`config.mk`:
```
export PLATFORM = sky130hd
export DESIGN_NAME = stdb_top
export DESIGN_NICKNAME = d
export VERILOG_FILES = /design/src/common/stdb_pkg.sv /design/src/stdb_enc8b10b.sv /design/src/stdb_prbs.sv /design/src/stdb_top.sv
export VERILOG_INCLUDE_DIRS = /design/src /design/src/common
export SDC_FILE = /design/constraint.sdc
export NUM_CORES = 1
export LEC_CHECK = 0
export ABC_AREA = 1
export ABC_CLOCK_PERIOD_IN_PS = 7600
export BUFFER_PORTS_ARGS = -buffer_cell sky130_fd_sc_hd__buf_2
export CORE_MARGIN = 2
export CORE_UTILIZATION = 30
export CTS_CLUSTER_DIAMETER = 120
export CTS_CLUSTER_SIZE = 25
export DETAILED_ROUTE_END_ITERATION = 7
export PLACE_DENSITY = 0.56
export SLEW_MARGIN = 20
export SYNTH_ARGS = -nofsm -noshare
export SYNTH_HDL_FRONTEND = slang
export SYNTH_SLANG_ARGS = --single-unit
```
`constraint.sdc`:
```
create_clock -name clk -period 7.6 [get_ports clk]
set_input_delay 0.38 -clock clk [delete_from_list [all_inputs] [get_ports clk]]
set_output_delay 0.38 -clock clk [all_outputs]
set_load 0.02 [all_outputs]
```
`src/common/stdb_defines.svh`:
```
// Constants of the serial transmit datapath with self test.
`ifndef STDB_DEFINES_SVH
`define STDB_DEFINES_SVH
`define STDB_WORD_W8 4'h8
`define STDB_WORD_W10 4'hA
`define STDB_MULT_MIN 5'h0A
`define STDB_MULT_MAX 5'h14
`define STDB_MAX_RUN_LEN 7'h0A
`define STDB_RUN_ONE 7'h01
`define STDB_IDLE_RAW 10'h155
`define STDB_IDLE_BYTE 8'hBC
`define STDB_K28_6B 6'h0F
`define STDB_A7_4B 4'h7
`define STDB_PRBS_SEED 10'h3FF
`define STDB_SER_RESET 10'h000
`endif

```
`src/common/stdb_pkg.sv`:
```
// Types shared by the serial transmit datapath.
package stdb_pkg;
    typedef enum logic [1:0] {
        REF_GLOBAL = 2'h0,
        REF_IO_BUS = 2'h1,
        REF_GENERIC = 2'h2,
        REF_LOCAL = 2'h3
    } stdb_refsel_e;

    typedef enum logic [1:0] {
        MUX_IDLE = 2'h0,
        MUX_HIGH = 2'h1
    } stdb_mux_e;

    typedef struct packed {
        logic [1:0] is_k;
        logic [19:0] data;
    } stdb_fab_word_s;

    typedef struct packed {
        logic enc_bypass;
        logic double_width;
        logic word_width_10;
        logic fifo_enable;
        logic fab_div2;
        stdb_refsel_e ref_sel;
        logic chan_clk_sel;
        logic xaui_mode;
        logic [4:0] mult_factor;
        logic bist_width10;
        logic line_loopback;
    } stdb_cfg_s;
endpackage

```
`src/stdb_enc8b10b.sv`:
```
// Combinational 8b/10b character encoder with running disparity in and out.
`timescale 1ns/1ps
`include "stdb_defines.svh"
module stdb_enc8b10b
    import stdb_pkg::*;
(
    // Character in
    input wire logic [7:0] byte_in,
    input wire logic is_k,
    input wire logic rd_in,
    // Code out, bit 9 is sent first
    output logic [9:0] code,
    output logic rd_out
);
    localparam logic [5:0] T6 [32] = '{6'h27, 6'h1D, 6'h2D, 6'h31, 6'h35, 6'h29, 6'h19, 6'h38,
        6'h39, 6'h25, 6'h15, 6'h34, 6'h0D, 6'h2C, 6'h1C, 6'h17,
        6'h1B, 6'h23, 6'h13, 6'h32, 6'h0B, 6'h2A, 6'h1A, 6'h3A,
        6'h33, 6'h26, 6'h16, 6'h36, 6'h0E, 6'h2E, 6'h1E, 6'h2B};
    localparam logic [3:0] T4 [8] = '{4'hB, 4'h9, 4'h5, 4'hC, 4'hD, 4'hA, 4'h6, 4'hE};

    logic [4:0] x;
    logic [2:0] y;
    logic [5:0] c6;
    logic [3:0] c4;
    logic un6;
    logic un4;
    logic rd6;
    logic alt7;

    assign x = byte_in[4:0];
    assign y = byte_in[7:5];

    always_comb begin
        c6 = is_k ? `STDB_K28_6B : T6[x];
        un6 = ($countones(c6) != 3);
        if (rd_in && (un6 || (x == 5'h07 && !is_k))) begin
            c6 = ~c6;
        end
        rd6 = rd_in ^ un6;
        alt7 = (y == 3'h7) && (is_k || (!rd6 && (x == 5'h11 || x == 5'h12 || x == 5'h14)) ||
            (rd6 && (x == 5'h0B || x == 5'h0D || x == 5'h0E)));
        c4 = alt7 ? `STDB_A7_4B : T4[y];
        if (is_k && (y == 3'h1 || y == 3'h2 || y == 3'h5 || y == 3'h6)) begin
            c4 = ~c4;
        end
        un4 = ($countones(c4) != 2);
        // K pairs are complements, so a K half flips on positive disparity even when balanced.
        if (rd6 && (un4 || y == 3'h3 || is_k)) begin
            c4 = ~c4;
        end
        code = {c6, c4};
        rd_out = rd6 ^ un4;
    end
endmodule

```
`src/stdb_prbs.sv`:
```
// Pattern generator and self-synchronising bit-serial verifier for self test.
`timescale 1ns/1ps
`include "stdb_defines.svh"
module stdb_prbs
    import stdb_pkg::*;
(
    // Clock and reset
    input wire logic clk,
    input wire logic rst_n,
    // Pattern control
    input wire logic width10,
    input wire logic enable,
    input wire logic gen_step,
    output logic [9:0] gen_word,
    // Verifier
    input wire logic chk_valid,
    input wire logic chk_bit,
    output logic chk_error
);
    logic [9:0] gen_r;
    logic [9:0] gen_adv;
    logic [9:0] chk_r;
    logic [3:0] train_r;

    function automatic logic fb(input logic [9:0] s, input logic w10);
        fb = w10 ? (s[9] ^ s[6]) : (s[7] ^ s[5] ^ s[4] ^ s[3]);
    endfunction

    always_comb begin
        logic b;
        b = 1'b0;
        gen_adv = gen_r;
        gen_word = 10'h000;
        for (int i = 0; i < 10; i++) begin
            if (width10 || i < 8) begin
                b = fb(gen_adv, width10);
                gen_adv = {gen_adv[8:0], b};
                gen_word[9 - i] = b;
            end
        end
    end

    always_ff @(posedge clk or negedge rst_n) begin
        if (!rst_n) begin
            gen_r <= `STDB_PRBS_SEED;
        end else if (!enable) begin
            gen_r <= `STDB_PRBS_SEED;
        end else if (gen_step) begin
            gen_r <= gen_adv;
        end
    end

    // The verifier loads its first bits as state, so any loop latency is absorbed.
    always_ff @(posedge clk or negedge rst_n) begin
        if (!rst_n) begin
            chk_r <= `STDB_SER_RESET;
            train_r <= 4'h0;
            chk_error <= 1'b0;
        end else if (!enable) begin
            train_r <= 4'h0;
            chk_error <= 1'b0;
        end else if (chk_valid) begin
            chk_r <= {chk_r[8:0], chk_bit};
            if (train_r < (width10 ? `STDB_WORD_W10 : `STDB_WORD_W8)) begin
                train_r <= train_r + 4'h1;
            end else if (chk_bit != fb(chk_r, width10)) begin
                chk_error <= 1'b1;
            end
        end
    end
endmodule

```
`src/stdb_top.sv`:
```
// Transmit channel datapath: fabric crossing, width multiplexer, encoder, serializer and self test.
`timescale 1ns/1ps
`include "stdb_defines.svh"
module stdb_top
    import stdb_pkg::*;
#(
    parameter int RUN_CNT_W = 7
) (
    // Clock and reset
    input wire logic clk,
    input wire logic rst_n,
    // Fabric transmit word, new word marked by a toggle
    input wire stdb_fab_word_s fab_word,
    input wire logic fab_word_toggle,
    // Configuration and self test
    input wire stdb_cfg_s cfg,
    input wire logic self_test_enable,
    // Clock sources and receive loop
    input wire logic [3:0] ref_clk_in,
    input wire logic master_channel_tx_clock,
    input wire logic rx_serial_in,
    // Serial line
    output logic tx_serial_out,
    output logic tx_out_enable,
    // Clock outputs
    output logic tx_reference_clock,
    output logic channel_clock,
    output logic word_clock,
    output logic fabric_clock,
    output logic mux_clock_source,
    // Status
    output logic self_test_error,
    output logic pll_cfg_error,
    output logic run_length_error
);
    localparam int SYNC_W = $bits(stdb_fab_word_s) + $bits(stdb_cfg_s) + 8;

    logic [SYNC_W-1:0] sync_in;
    wire [SYNC_W-1:0] sync_s;
    stdb_fab_word_s fab_s;
    stdb_cfg_s cfg_s;
    logic tog_s;
    logic bist_s;
    logic [3:0] ref_s;
    logic master_s;
    logic rx_s;

    assign sync_in = {fab_word, cfg, fab_word_toggle, self_test_enable, ref_clk_in,
        master_channel_tx_clock, rx_serial_in};

    // Two flops on every bit coming from outside the channel clock.
    for (genvar gi = 0; gi < SYNC_W; gi++) begin : g_sync
        logic q1_r;
        logic q2_r;
        always_ff @(posedge clk or negedge rst_n) begin
            if (!rst_n) begin
                q1_r <= 1'b0;
                q2_r <= 1'b0;
            end else begin
                q1_r <= sync_in[gi];
                q2_r <= q1_r;
            end
        end
        assign sync_s[gi] = q2_r;
    end

    assign {fab_s, cfg_s, tog_s, bist_s, ref_s, master_s, rx_s} = sync_s;

    logic tog_d_r;
    logic new_word;
    logic pend_r;
    stdb_fab_word_s hold_r;
    stdb_mux_e mux_st_r;
    logic [9:0] shift_r;
    logic [3:0] bit_cnt_r;
    logic is_prbs_r;
    logic rd_r;
    logic load;
    logic ser10;
    logic half_w10;
    logic [3:0] word_w;
    logic take_low;
    logic take_high;
    logic idle;
    logic [9:0] cur_half;
    logic cur_k;
    logic [9:0] word_nxt;
    logic [9:0] enc_code;
    logic enc_rd;
    logic [9:0] gen_word;
    logic prbs_err;
    logic local_loop;

    // The data bus settled before its toggle, so it is taken as the toggle edge arrives.
    assign new_word = (tog_s ^ tog_d_r) && !bist_s;

    always_ff @(posedge clk or negedge rst_n) begin
        if (!rst_n) begin
            tog_d_r <= 1'b0;
        end else begin
            tog_d_r <= tog_s;
        end
    end

    always_ff @(posedge clk or negedge rst_n) begin
        if (!rst_n) begin
            hold_r <= '0;
        end else if (new_word) begin
            hold_r <= fab_s;
        end
    end

    // A word arriving as the old one is consumed is kept: the set wins.
    always_ff @(posedge clk or negedge rst_n) begin
        if (!rst_n) begin
            pend_r <= 1'b0;
        end else if (new_word) begin
            pend_r <= 1'b1;
        end else if (bist_s) begin
            pend_r <= 1'b0;
        end else if (take_low) begin
            pend_r <= 1'b0;
        end
    end

    assign ser10 = bist_s ? cfg_s.bist_width10 : (!cfg_s.enc_bypass || cfg_s.word_width_10);
    assign word_w = ser10 ? `STDB_WORD_W10 : `STDB_WORD_W8;
    assign half_w10 = cfg_s.enc_bypass && cfg_s.word_width_10;
    assign load = (bit_cnt_r == 4'h0);
    assign take_low = load && !bist_s && (mux_st_r == MUX_IDLE) && pend_r;
    assign take_high = load && !bist_s && (mux_st_r == MUX_HIGH);
    assign idle = !take_low && !take_high;

    // Low half goes first, the high half one word period later.
    always_comb begin
        if (take_high) begin
            cur_half = half_w10 ? hold_r.data[19:10] : {2'b00, hold_r.data[15:8]};
            cur_k = hold_r.is_k[1];
        end else begin
            cur_half = half_w10 ? hold_r.data[9:0] : {2'b00, hold_r.data[7:0]};
            cur_k = hold_r.is_k[0];
        end
    end

    // An empty slot sends a comma when encoding, else an alternating pattern.
    stdb_enc8b10b u_enc (
        .byte_in(idle ? `STDB_IDLE_BYTE : cur_half[7:0]),
        .is_k(idle || cur_k),
        .rd_in(rd_r),
        .code(enc_code),
        .rd_out(enc_rd)
    );

    always_comb begin
        if (bist_s) begin
            word_nxt = gen_word;
        end else if (!cfg_s.enc_bypass) begin
            word_nxt = enc_code;
        end else if (idle) begin
            word_nxt = `STDB_IDLE_RAW;
        end else begin
            word_nxt = half_w10 ? cur_half : {cur_half[7:0], 2'b00};
        end
    end

    always_ff @(posedge clk or negedge rst_n) begin
        if (!rst_n) begin
            mux_st_r <= MUX_IDLE;
        end else begin
            unique case (mux_st_r)
                MUX_IDLE: begin
                    if (take_low && cfg_s.double_width) begin
                        mux_st_r <= MUX_HIGH;
                    end
                end
                MUX_HIGH: begin
                    if (take_high || bist_s) begin
                        mux_st_r <= MUX_IDLE;
                    end
                end
                default: begin
                    mux_st_r <= MUX_IDLE;
                end
            endcase
        end
    end

    always_ff @(posedge clk or negedge rst_n) begin
        if (!rst_n) begin
            rd_r <= 1'b0;
        end else if (load && !bist_s && !cfg_s.enc_bypass) begin
            rd_r <= enc_rd;
        end
    end

    // One serial bit per clock; the word period is 8 or 10 clocks.
    always_ff @(posedge clk or negedge rst_n) begin
        if (!rst_n) begin
            shift_r <= `STDB_SER_RESET;
            bit_cnt_r <= 4'h0;
            is_prbs_r <= 1'b0;
        end else if (load) begin
            shift_r <= word_nxt;
            bit_cnt_r <= word_w - 4'h1;
            is_prbs_r <= bist_s;
        end else begin
            shift_r <= {shift_r[8:0], 1'b0};
            bit_cnt_r <= bit_cnt_r - 4'h1;
        end
    end

    assign local_loop = bist_s && !cfg_s.line_loopback;

    logic loop_bit_r;
    logic tag_r;
    logic tag_d1_r;
    logic tag_d2_r;

    always_ff @(posedge clk or negedge rst_n) begin
        if (!rst_n) begin
            tx_serial_out <= 1'b0;
            tx_out_enable <= 1'b0;
            loop_bit_r <= 1'b0;
            tag_r <= 1'b0;
            tag_d1_r <= 1'b0;
            tag_d2_r <= 1'b0;
        end else begin
            tx_serial_out <= local_loop ? 1'b0 : shift_r[9];
            tx_out_enable <= !local_loop;
            loop_bit_r <= shift_r[9];
            tag_r <= is_prbs_r;
            tag_d1_r <= tag_r;
            tag_d2_r <= tag_d1_r;
        end
    end

    // Line loopback returns through the pin synchronizer, hence the two-cycle tag delay.
    stdb_prbs u_prbs (
        .clk(clk),
        .rst_n(rst_n),
        .width10(cfg_s.bist_width10),
        .enable(bist_s),
        .gen_step(load && bist_s),
        .gen_word(gen_word),
        .chk_valid(cfg_s.line_loopback ? tag_d2_r : tag_r),
        .chk_bit(cfg_s.line_loopback ? rx_s : loop_bit_r),
        .chk_error(prbs_err)
    );

    always_ff @(posedge clk or negedge rst_n) begin
        if (!rst_n) begin
            self_test_error <= 1'b0;
        end else begin
            self_test_error <= prbs_err;
        end
    end

    logic last_bit_r;
    logic [RUN_CNT_W-1:0] run_cnt_r;

    always_ff @(posedge clk or negedge rst_n) begin
        if (!rst_n) begin
            last_bit_r <= 1'b0;
            run_cnt_r <= '0;
            run_length_error <= 1'b0;
            pll_cfg_error <= 1'b0;
        end else begin
            last_bit_r <= tx_serial_out;
            if (tx_serial_out != last_bit_r) begin
                run_cnt_r <= RUN_CNT_W'(`STDB_RUN_ONE);
            end else if (run_cnt_r != '1) begin
                run_cnt_r <= run_cnt_r + RUN_CNT_W'(`STDB_RUN_ONE);
            end
            run_length_error <= cfg_s.xaui_mode && tx_out_enable && (run_cnt_r > `STDB_MAX_RUN_LEN);
            pll_cfg_error <= cfg_s.xaui_mode &&
                ((cfg_s.mult_factor < `STDB_MULT_MIN) || (cfg_s.mult_factor > `STDB_MULT_MAX));
        end
    end

    logic fab_div_r;

    always_ff @(posedge clk or negedge rst_n) begin
        if (!rst_n) begin
            word_clock <= 1'b0;
            fab_div_r <= 1'b0;
            fabric_clock <= 1'b0;
        end else begin
            word_clock <= (bit_cnt_r >= (word_w >> 1));
            if (load) begin
                fab_div_r <= !fab_div_r;
            end
            fabric_clock <= cfg_s.fab_div2 ? fab_div_r : word_clock;
        end
    end

    always_ff @(posedge clk or negedge rst_n) begin
        if (!rst_n) begin
            tx_reference_clock <= 1'b0;
            channel_clock <= 1'b0;
            mux_clock_source <= 1'b0;
        end else begin
            unique case (cfg_s.ref_sel)
                REF_GLOBAL: tx_reference_clock <= ref_s[0];
                REF_IO_BUS: tx_reference_clock <= ref_s[1];
                REF_GENERIC: tx_reference_clock <= ref_s[2];
                REF_LOCAL: tx_reference_clock <= ref_s[3];
            endcase
            channel_clock <= cfg_s.chan_clk_sel ? master_s : tx_reference_clock;
            mux_clock_source <= cfg_s.fifo_enable;
        end
    end
endmodule

```
==> reports/results.ini, run 1 <==
[run_status]
outcome=finished clean

[critical_path]
crit_path_frequent_cell=ha_1
cp_num_buf_inv=2
slowest_delay_ns=0.55
arrival_ns=6.81
cp-end-kind=register
cp_top_family=adder cells
worstPathRequired_ns=7.90
cp_max_fo=18
crit_slowest_cell=dfrtp_1
timing.critical_path.from_type=register
crit_type=register to register

[layout]
finalInstanceArea_um2=9067
stdcell_count=1177
fin_nets=905
drive_gt1_frac=0.1758
final_common_cell=dfrtp_1
fin_util=0.3509
final_cell_mix=dfrtp_1, nand2_1, inv_1
area_delta_synth_final_pct=16.16
antennaDiodeCount=0

[place]
hpwl_um=10890
port_buffers=57
placedCellCount=1145
gp_congestion=0.8709
post_dp_cell_area_um2=8456
post-place-ws_ns=1.155

[power_and_ir_drop]
power_density_nw_per_um2=289.2
p_leak_nw=4.340
ir_worst_vdd_uv=149.6

[timing]
fin_setup_tns_ns=0
rsz0062_at_grt=no
finalSetupViolCount=0
final-max-slew-violation-count=0
finalHoldViolCount=0
layout_setup_ws_ns=1.094
period_share=0.8560
fin_crit_ns=6.506
fin_skew_ns=0.009929
fmax_mhz=153.7
maxSlewHeadroom=0.5070
tightest_slew_ns=0.7395

[floorplan]
placementRows=59
io_pins=58
dieArea_um2=27330
core_area_um2=25840
fp.dieW_um=165.3
fp.dieH_um=165.3
start_util=0.3021

[logic_synthesis]
synth_edf_count=0
async_reset_ff_frac=1.000
yosysSeqAreaShare=0.5818
ys_warn_count=0
syn-cell-area_um2=7806
syn_inst=767
syn_nets=843
ys.flop_type=dfrtp_1
synth-seq-cells=181
synth_cell_types=55
syn_avg_cell_area_um2=10.18

[route]
first_pass_iters=4
vias=5348
antenna_left=0
drt_iter0_drc=278
post_drt_wl_per_cell_um=13.17
drc=0
wirelength_um=15500
via_per_inst=4.544

[cts]
cts_resized=0
cts_inserted_buffers=17
clock_path_buffers=2
cts_tree=built
clk_pin_slew_worst_paths_ns=0.07
clk_latency_ns=0.43
root_buffer=clkbuf_16
htree_levels=4
cts_hold_buf=0
numClockSinks=181
post-cts-setup-buffers=0

[grt]
grt_pass1_vias=5177
grt_pass1_wl_um=26350
grt.total_usage=0.1241
antenna_found_initial=0
grt_max_degree=96
gr-total-overflow=0

[min_path]
hp-class=primary input to asynchronous set/reset pin

[job]
maxCapViolCount=0

## where the power goes
part	total, mW	switching (mW)	internal (mW)	leakage [nW]
logic	0.502	0.311	0.191	1.88
clock network	0.909	0.408	0.501	0.300
registers	1.21	0.0948	1.12	2.16
## per-layer routing
| metal | wire [µm] | track usage |
|---|---|---|
| met5 | 0 | 0 |
| met4 | 380 | 0.05016 |
| met3 | 586 | 0.02697 |
| met1 | 7635 | 0.1771 |
| met2 | 6897 | 0.1831 |
## layout make-up
type / count / area, µm²
Inverter: 80 / 304.0
Fill cell: 2637 / 16770
Timing Repair Buffer: 59 / 312.8
Tap cell: 335 / 419.2
Multi-Input combinational cell: 490 / 2884
Clock inverter: 15 / 180.2
Sequential cell: 181 / 4542
Clock buffer: 17 / 425.4
## metrics by stage
step / hold slack, ns / power, mW
6_report: 0.01884 / 2.622
5_1_grt: 0.02350 / 2.790
4_1_cts: 0.02310 / 2.656
3_5_place_dp: 0.3347 / 1.731
3_3_place_gp: 0.3311 / 1.726
2_1_floorplan: 0.08441 / 1.578
## state kept, by name, indices dropped and copies added (netlist names), 4 cells and up
name	cells
g_sync.q1_r	46
g_sync.q2_r	45
hold_r	22
shift_r	10
u_prbs.chk_r	10
u_prbs.gen_r	10
run_cnt_r	7
bit_cnt_r	4
u_prbs.train_r	4
## path summary, 6_finish.rpt
check / from / endpoint / slack [ns] / cells past startpoint
hold reg to reg: g_sync[0].q1_r$_DFF_PN0_ / g_sync[0].q2_r$_DFF_PN0_ / 0.34 / 0
max in group asynchronous: rst_n / g_sync[21].q2_r$_DFF_PN0_ / 6.37 / 2
hold / removal: rst_n / run_cnt_r[4]$_DFFE_PN0P_ / 0.02 / 1
setup / recovery: bist_s$_DFF_PN0_ / rd_r$_DFFE_PN0P_ / 1.09 / 29
setup reg to reg: bist_s$_DFF_PN0_ / rd_r$_DFFE_PN0P_ / 1.09 / 29
min in group clk: fab_word[18] / g_sync[42].q1_r$_DFF_PN0_ / 0.05 / 1
## Yosys cell counts, types with 2 or more instances
library cell  count  area share
o21ai_2           3      0.0034
buf_2             3      0.0019
nor2_1           50       0.024
nand4_1           4      0.0032
o21ai_0          65       0.042
nor2_4            2      0.0029
dfstp_2          10       0.034
o2111ai_1         3      0.0034
o221ai_1          3      0.0034
dfrtp_1         171        0.55
a32oi_1           4      0.0045
o22ai_1           3      0.0024
a21boi_0          2      0.0019
nand2_1         155       0.075
fa_1              3      0.0077
nor2_8            2      0.0051
buf_6             2      0.0029
o211ai_1          5      0.0048
nor2_2            2      0.0016
a31oi_1           7      0.0056
nand2_4           3      0.0043
o21ai_1           8      0.0051
inv_1            72       0.035
ha_1             25       0.040
inv_2             5      0.0024
nand3_1          31       0.020
xor2_1           18       0.020
mux2_2           15       0.022
a21oi_1          31       0.020
xnor2_1          12       0.013
nor3_1            6      0.0038
clkbuf_1          9      0.0043
a22oi_1           5      0.0048
nand2_2           4      0.0032
nand3_2           4      0.0051
## logic make-up (layout without fill, tap and decap cells)
family,after synthesis,in the layout,share of synthesized area
AND/OR/NAND/NOR,269,269,0.1529
flip-flops,181,181,0.5818
AO/OA/AOI/OAI,146,146,0.1093
buffers and inverters,96,171,0.04953
XOR/XNOR,31,31,0.03574
adder cells (fa/ha/maj),28,28,0.04776
multiplexers,16,16,0.02292
(Power assumes the default switching activity.)
==> inputs of run 2 (changes only) <==
Settings changed: CELL_PAD_IN_SITES_DETAIL_PLACEMENT from default to 1, CELL_PAD_IN_SITES_GLOBAL_PLACEMENT from default to 2, PLACE_DENSITY 0.56 to 0.73.
==> reports/results.ini, run 2 (same netlist as run 1, synthesis figures left out) <==
[run_status]
outcome=finished clean

[floorplan]
dieArea_um2=27330  ; unchanged
io_pins=58  ; unchanged
fp.dieW_um=165.3  ; unchanged
placementRows=59  ; unchanged
core_area_um2=25840  ; unchanged
start_util=0.3021  ; unchanged
fp.dieH_um=165.3  ; unchanged

[critical_path]
crit_type=register to register
cp-end-kind=register
timing.critical_path.from_type=register
crit_path_frequent_cell=ha_1
cp_num_buf_inv=2  ; unchanged
slowest_delay_ns=0.55  ; about the same
cp_top_family=adder cells
cp_max_fo=18  ; unchanged
crit_slowest_cell=dfrtp_1
worstPathRequired_ns=7.90  ; about the same
arrival_ns=6.82  ; about the same

[route]
via_per_inst=4.565  ; +0.47%
antenna_left=0  ; unchanged
vias=5382  ; +0.64%
drt_iter0_drc=261  ; -6.1%
drc=0  ; unchanged
first_pass_iters=4  ; unchanged
post_drt_wl_per_cell_um=15.05  ; +14%
wirelength_um=17740  ; +14%

[grt]
grt_busiest_layer=met2
grt_pass1_vias=5770  ; +11%
grt_max_degree=103  ; +7.3%
grt_pass1_wl_um=29980  ; +14%
gr-total-overflow=0  ; unchanged
met1_usage=0.1930  ; +0.01588
grt.total_usage=0.1419  ; +0.01779
use_met2=0.2352  ; +0.05208
use_met3=0.02248  ; -0.004496
antenna_found_initial=0  ; unchanged

[cts]
clk_pin_slew_worst_paths_ns=0.08  ; about the same
htree_levels=4  ; unchanged
cts_inserted_buffers=17  ; unchanged
numClockSinks=181  ; unchanged
cts_resized=0  ; unchanged
post-cts-setup-buffers=0  ; unchanged
clock_path_buffers=2  ; unchanged
clk_latency_ns=0.43  ; about the same
root_buffer=clkbuf_16
cts_hold_buf=0  ; unchanged
cts_tree=built

[timing]
fin_crit_ns=6.516  ; +0.009650 ns
fin_setup_tns_ns=0  ; unchanged
rsz0062_at_grt=no
finalHoldViolCount=0  ; unchanged
maxSlewHeadroom=0.4682  ; -0.03881
hold_slack_ns=0.03592  ; +0.01708 ns
period_share=0.8573  ; +0.001270
finalSetupViolCount=0  ; unchanged
fin_skew_ns=0.01270  ; +0.002773 ns
tightest_slew_ns=0.7978  ; +0.05821 ns
fmax_mhz=153.5  ; -0.15%
final-max-slew-violation-count=0  ; unchanged

[place]
port_buffers=57  ; unchanged
hpwl_um=12870  ; +18%
gp_congestion=0.8509  ; -2.3%

[layout]
top_regs=g_sync.q1_r x46, g_sync.q2_r x45, hold_r x22
regMostFlops=g_sync.q1_r
fillers=2979  ; +13%
regArea_um2=4542  ; unchanged
drive_gt1_frac=0.1765  ; +0.0007683
final_common_cell=dfrtp_1
multi_input_area_um2=2882  ; about the same
antennaDiodeCount=0  ; unchanged
fin_nets=907  ; +0.22%
final_cell_mix=dfrtp_1, nand2_1, inv_1
largest_reg_flops=46  ; unchanged
area_delta_synth_final_pct=16.75

[power_and_ir_drop]
p_leak_nw=4.352  ; +0.28%
ir_worst_vdd_uv=187.6  ; +25%
power_density_nw_per_um2=290.2  ; +0.36%

[min_path]
hp-class=primary input to asynchronous set/reset pin

[job]
maxCapViolCount=0  ; unchanged

==> run 2: changes by cell type in the layout (fill, tap and decap cells not counted), sizes merged <==
| cell | delta |
|---|---|
| buf | +2 |
| bufinv | -1 |
| clkinv | +4 |
| clkinvlp | +1 |
| inv | -4 |
==> run 2: worst paths after layout <==
| path | start | end | slack (ns) | depth (start not counted) |
|---|---|---|---|---|
| setup / recovery | bist_s$_DFF_PN0_ | rd_r$_DFFE_PN0P_ | 1.08 | 29 |
| hold / removal | rst_n | g_sync[25].q1_r$_DFF_PN0_ | 0.04 | 1 |
| setup reg to reg | bist_s$_DFF_PN0_ | rd_r$_DFFE_PN0P_ | 1.08 | 29 |
| hold reg to reg | g_sync[44].q1_r$_DFF_PN0_ | g_sync[44].q2_r$_DFF_PN0_ | 0.35 | 0 |
| max in group asynchronous | rst_n | g_sync[31].q2_r$_DFF_PN0_ | 6.26 | 3 |
| min in group clk | fab_word[18] | g_sync[42].q1_r$_DFF_PN0_ | 0.05 | 1 |
==> run 2: through the flow <==
stage                     cells  worst slack (ns)    util  total power [mW]  area, µm²
after floorplan             767             1.881       -             1.578       7806
after global placement     1146             1.287  0.3276             1.735       8463
after detailed placement   1146             1.054  0.3276             1.753       8463
after CTS                  1178             1.043  0.3520             2.688       9094
after global routing       1179            0.3441  0.3527             2.817       9114
final                      1179             1.084  0.3527             2.645       9114
==> run 2: power breakdown <==
part | internal, mW | switching (mW) | total [mW]
clock | 0.480 | 0.437 | 0.917
sequential | 1.12 | 0.0955 | 1.21
combinational | 0.191 | 0.325 | 0.517
total | 1.79 | 0.858 | 2.65
==> run 2: layout make-up <==
type                    count  share of cell area
flip-flops and latches    181              0.4984
multi-input cells         490              0.3162
clock buffers              17             0.04668
well taps                 335             0.04599
repair buffers             61             0.03693
inverters                  80             0.03336
clock inverters            15             0.02252
==> run 2: worst register-to-register path: cells and delay by family (launching register included) <==
family | cells | cell delay (ns)
compound gates | 6 | 0.81
xor+xnor | 3 | 0.65
simple gates | 11 | 1.66
fa+ha+maj | 7 | 2.26
flops | 1 | 0.55
buf+inv | 2 | 0.44
==> run 2: per-layer routing <==
layer | vias up | wire, µm
li1 | 2643 | -
met3 | 17 | 414
met2 | 74 | 8589
met1 | 2648 | 8578
met5 | - | 0
met4 | 0 | 161
==> inputs of run 3 (changes only) <==
Settings changed: REMOVE_ABC_BUFFERS from default to 1.
==> reports/results.ini, run 3 (same netlist as run 1, synthesis figures left out) <==
[grt]
gr-total-overflow=0  ; unchanged
antenna_found_initial=0  ; unchanged
grt_pass1_wl_um=30110  ; +0.44%
grt_max_degree=103  ; unchanged
grt_pass1_vias=5750  ; -0.35%
grt.total_usage=0.1414  ; -0.0004283

[place]
gp_congestion=0.9080  ; +6.7%
hpwl_um=12680  ; -1.4%
post-place-ws_ns=1.013  ; -0.04088 ns
port_buffers=57  ; unchanged

[critical_path]
worstPathRequired_ns=7.91  ; about the same
cp-end-kind=register
cp_max_fo=18  ; unchanged
r2r_cells=29  ; unchanged
timing.critical_path.from_type=register
slowest_delay_ns=0.56  ; about the same
reg2reg_from=bist_s$_DFF_PN0_
arrival_ns=6.92  ; +0.10 ns
crit_path_frequent_cell=ha_1
r2r-end=rd_r$_DFFE_PN0P_
crit_type=register to register
crit_slowest_cell=dfrtp_1
r2r_slack_ns=0.98  ; -0.10 ns

[timing]
finalSetupViolCount=0  ; unchanged
finalHoldViolCount=0  ; unchanged
fmax_mhz=151.1  ; -1.5%
layout_setup_ws_ns=0.9838  ; -0.1006 ns
rsz0062_at_grt=no
fin_setup_tns_ns=0  ; unchanged
hold_slack_ns=0.02239  ; -0.01353 ns
fin_skew_ns=0.01711  ; +0.004409 ns
fin_crit_ns=6.616  ; +0.1006 ns
period_share=0.8706  ; +0.01324
tightest_slew_ns=0.8016  ; +0.003881 ns
maxSlewHeadroom=0.4656  ; -0.002587
final-max-slew-violation-count=0  ; unchanged

[cts]
root_buffer=clkbuf_16
cts_resized=0  ; unchanged
htree_levels=4  ; unchanged
cts_hold_buf=0  ; unchanged
cts_inserted_buffers=17  ; unchanged
cts_tree=built
clk_pin_slew_worst_paths_ns=0.08  ; about the same
clk_latency_ns=0.44  ; about the same
numClockSinks=181  ; unchanged
post-cts-setup-buffers=0  ; unchanged
clock_path_buffers=2  ; unchanged

[layout]
drive_gt1_frac=0.1767  ; +0.0002094
regMostFlops=g_sync.q1_r
area_delta_synth_final_pct=16.54
largest_reg_flops=46  ; unchanged
regArea_um2=4542  ; unchanged
antennaDiodeCount=0  ; unchanged
fillers=2977  ; -0.067%
multi_input_area_um2=2884  ; about the same
fin_nets=906  ; -0.11%
top_regs=g_sync.q1_r x46, g_sync.q2_r x45, hold_r x22
final_common_cell=dfrtp_1
final_cell_mix=dfrtp_1, nand2_1, inv_1

[floorplan]
fp.dieW_um=165.3  ; unchanged
core_area_um2=25840  ; unchanged
dieArea_um2=27330  ; unchanged
placementRows=59  ; unchanged
io_pins=58  ; unchanged
fp.dieH_um=165.3  ; unchanged
start_util=0.3021  ; unchanged

[route]
drc=0  ; unchanged
drt_iter0_drc=276  ; +5.7%
vias=5371  ; -0.20%
antenna_left=0  ; unchanged
post_drt_wl_per_cell_um=15.08  ; +0.19%
wirelength_um=17760  ; +0.10%
first_pass_iters=5  ; +1
via_per_inst=4.559  ; -0.12%

[power_and_ir_drop]
power_density_nw_per_um2=289.1  ; -0.41%
p_leak_nw=4.343  ; -0.23%
ir_worst_vdd_uv=158.6  ; -15%

[run_status]
outcome=finished clean

[job]
maxCapViolCount=0  ; unchanged

[min_path]
hp-class=primary input to asynchronous set/reset pin

run 3: cell count changes in the layout (fill, tap and decap cells not counted), sizes merged:
cell      delta
buf          -1
bufinv       -1
clkinv       +3
clkinvlp     -1
inv          -1
run 3: worst max path at each step:
stage,end,start,slack (ns)
floorplan,rd_r$_DFFE_PN0P_,bist_s$_DFF_PN0_,1.89
global placement,rd_r$_DFFE_PN0P_,bist_s$_DFF_PN0_,1.28
detailed placement,rd_r$_DFFE_PN0P_,bist_s$_DFF_PN0_,1.01
CTS,rd_r$_DFFE_PN0P_,bist_s$_DFF_PN0_,0.97
global route,rd_r$_DFFE_PN0P_,bist_s$_DFF_PN0_,0.39
finish,rd_r$_DFFE_PN0P_,bist_s$_DFF_PN0_,0.98
run 3: area by class of cell:
cell class / count / share of cell area
Sequential cell: 181 / 0.4992
Multi-Input combinational cell: 490 / 0.3170
Clock buffer: 17 / 0.04676
Tap cell: 335 / 0.04607
Timing Repair Buffer: 60 / 0.03521
Inverter: 80 / 0.03342
Clock inverter: 15 / 0.02228
run 3: worst max-delay path: cells and delay by family (launching register included):
kind	cells	cell delay, ns
fa+ha+maj	7	2.29
simple gates	11	1.67
compound gates	6	0.83
xor+xnor	3	0.68
flops	1	0.56
buf+inv	2	0.46
run 3: report_power, final:
part | internal (mW) | switching [mW] | total [mW] | leakage (nW)
combinational | 0.192 | 0.322 | 0.514 | 1.89
clock | 0.452 | 0.455 | 0.907 | 0.297
sequential | 1.12 | 0.0932 | 1.21 | 2.16
total | 1.76 | 0.870 | 2.63 | 4.34
run 3: per-stage QoR:
step / util / power [mW] / std cells / cell area (µm²)
2_1_floorplan: - / 1.574 / 751 / 7724
3_3_place_gp: 0.3276 / 1.734 / 1146 / 8463
3_5_place_dp: 0.3276 / 1.749 / 1146 / 8463
4_1_cts: 0.3519 / 2.671 / 1178 / 9091
5_1_grt: 0.3521 / 2.806 / 1178 / 9097
6_report: 0.3521 / 2.630 / 1178 / 9097
run 3: per-layer routing:
metal / wire [µm] / global-route usage / up-vias / part of all wire
met5: 0 / 0 / - / 0
met4: 189 / 0.03840 / 0 / 0.011
met3: 602 / 0.02897 / 17 / 0.034
met2: 8470 / 0.2299 / 97 / 0.48
met1: 8498 / 0.1926 / 2612 / 0.48
li1: - / - / 2645 / -
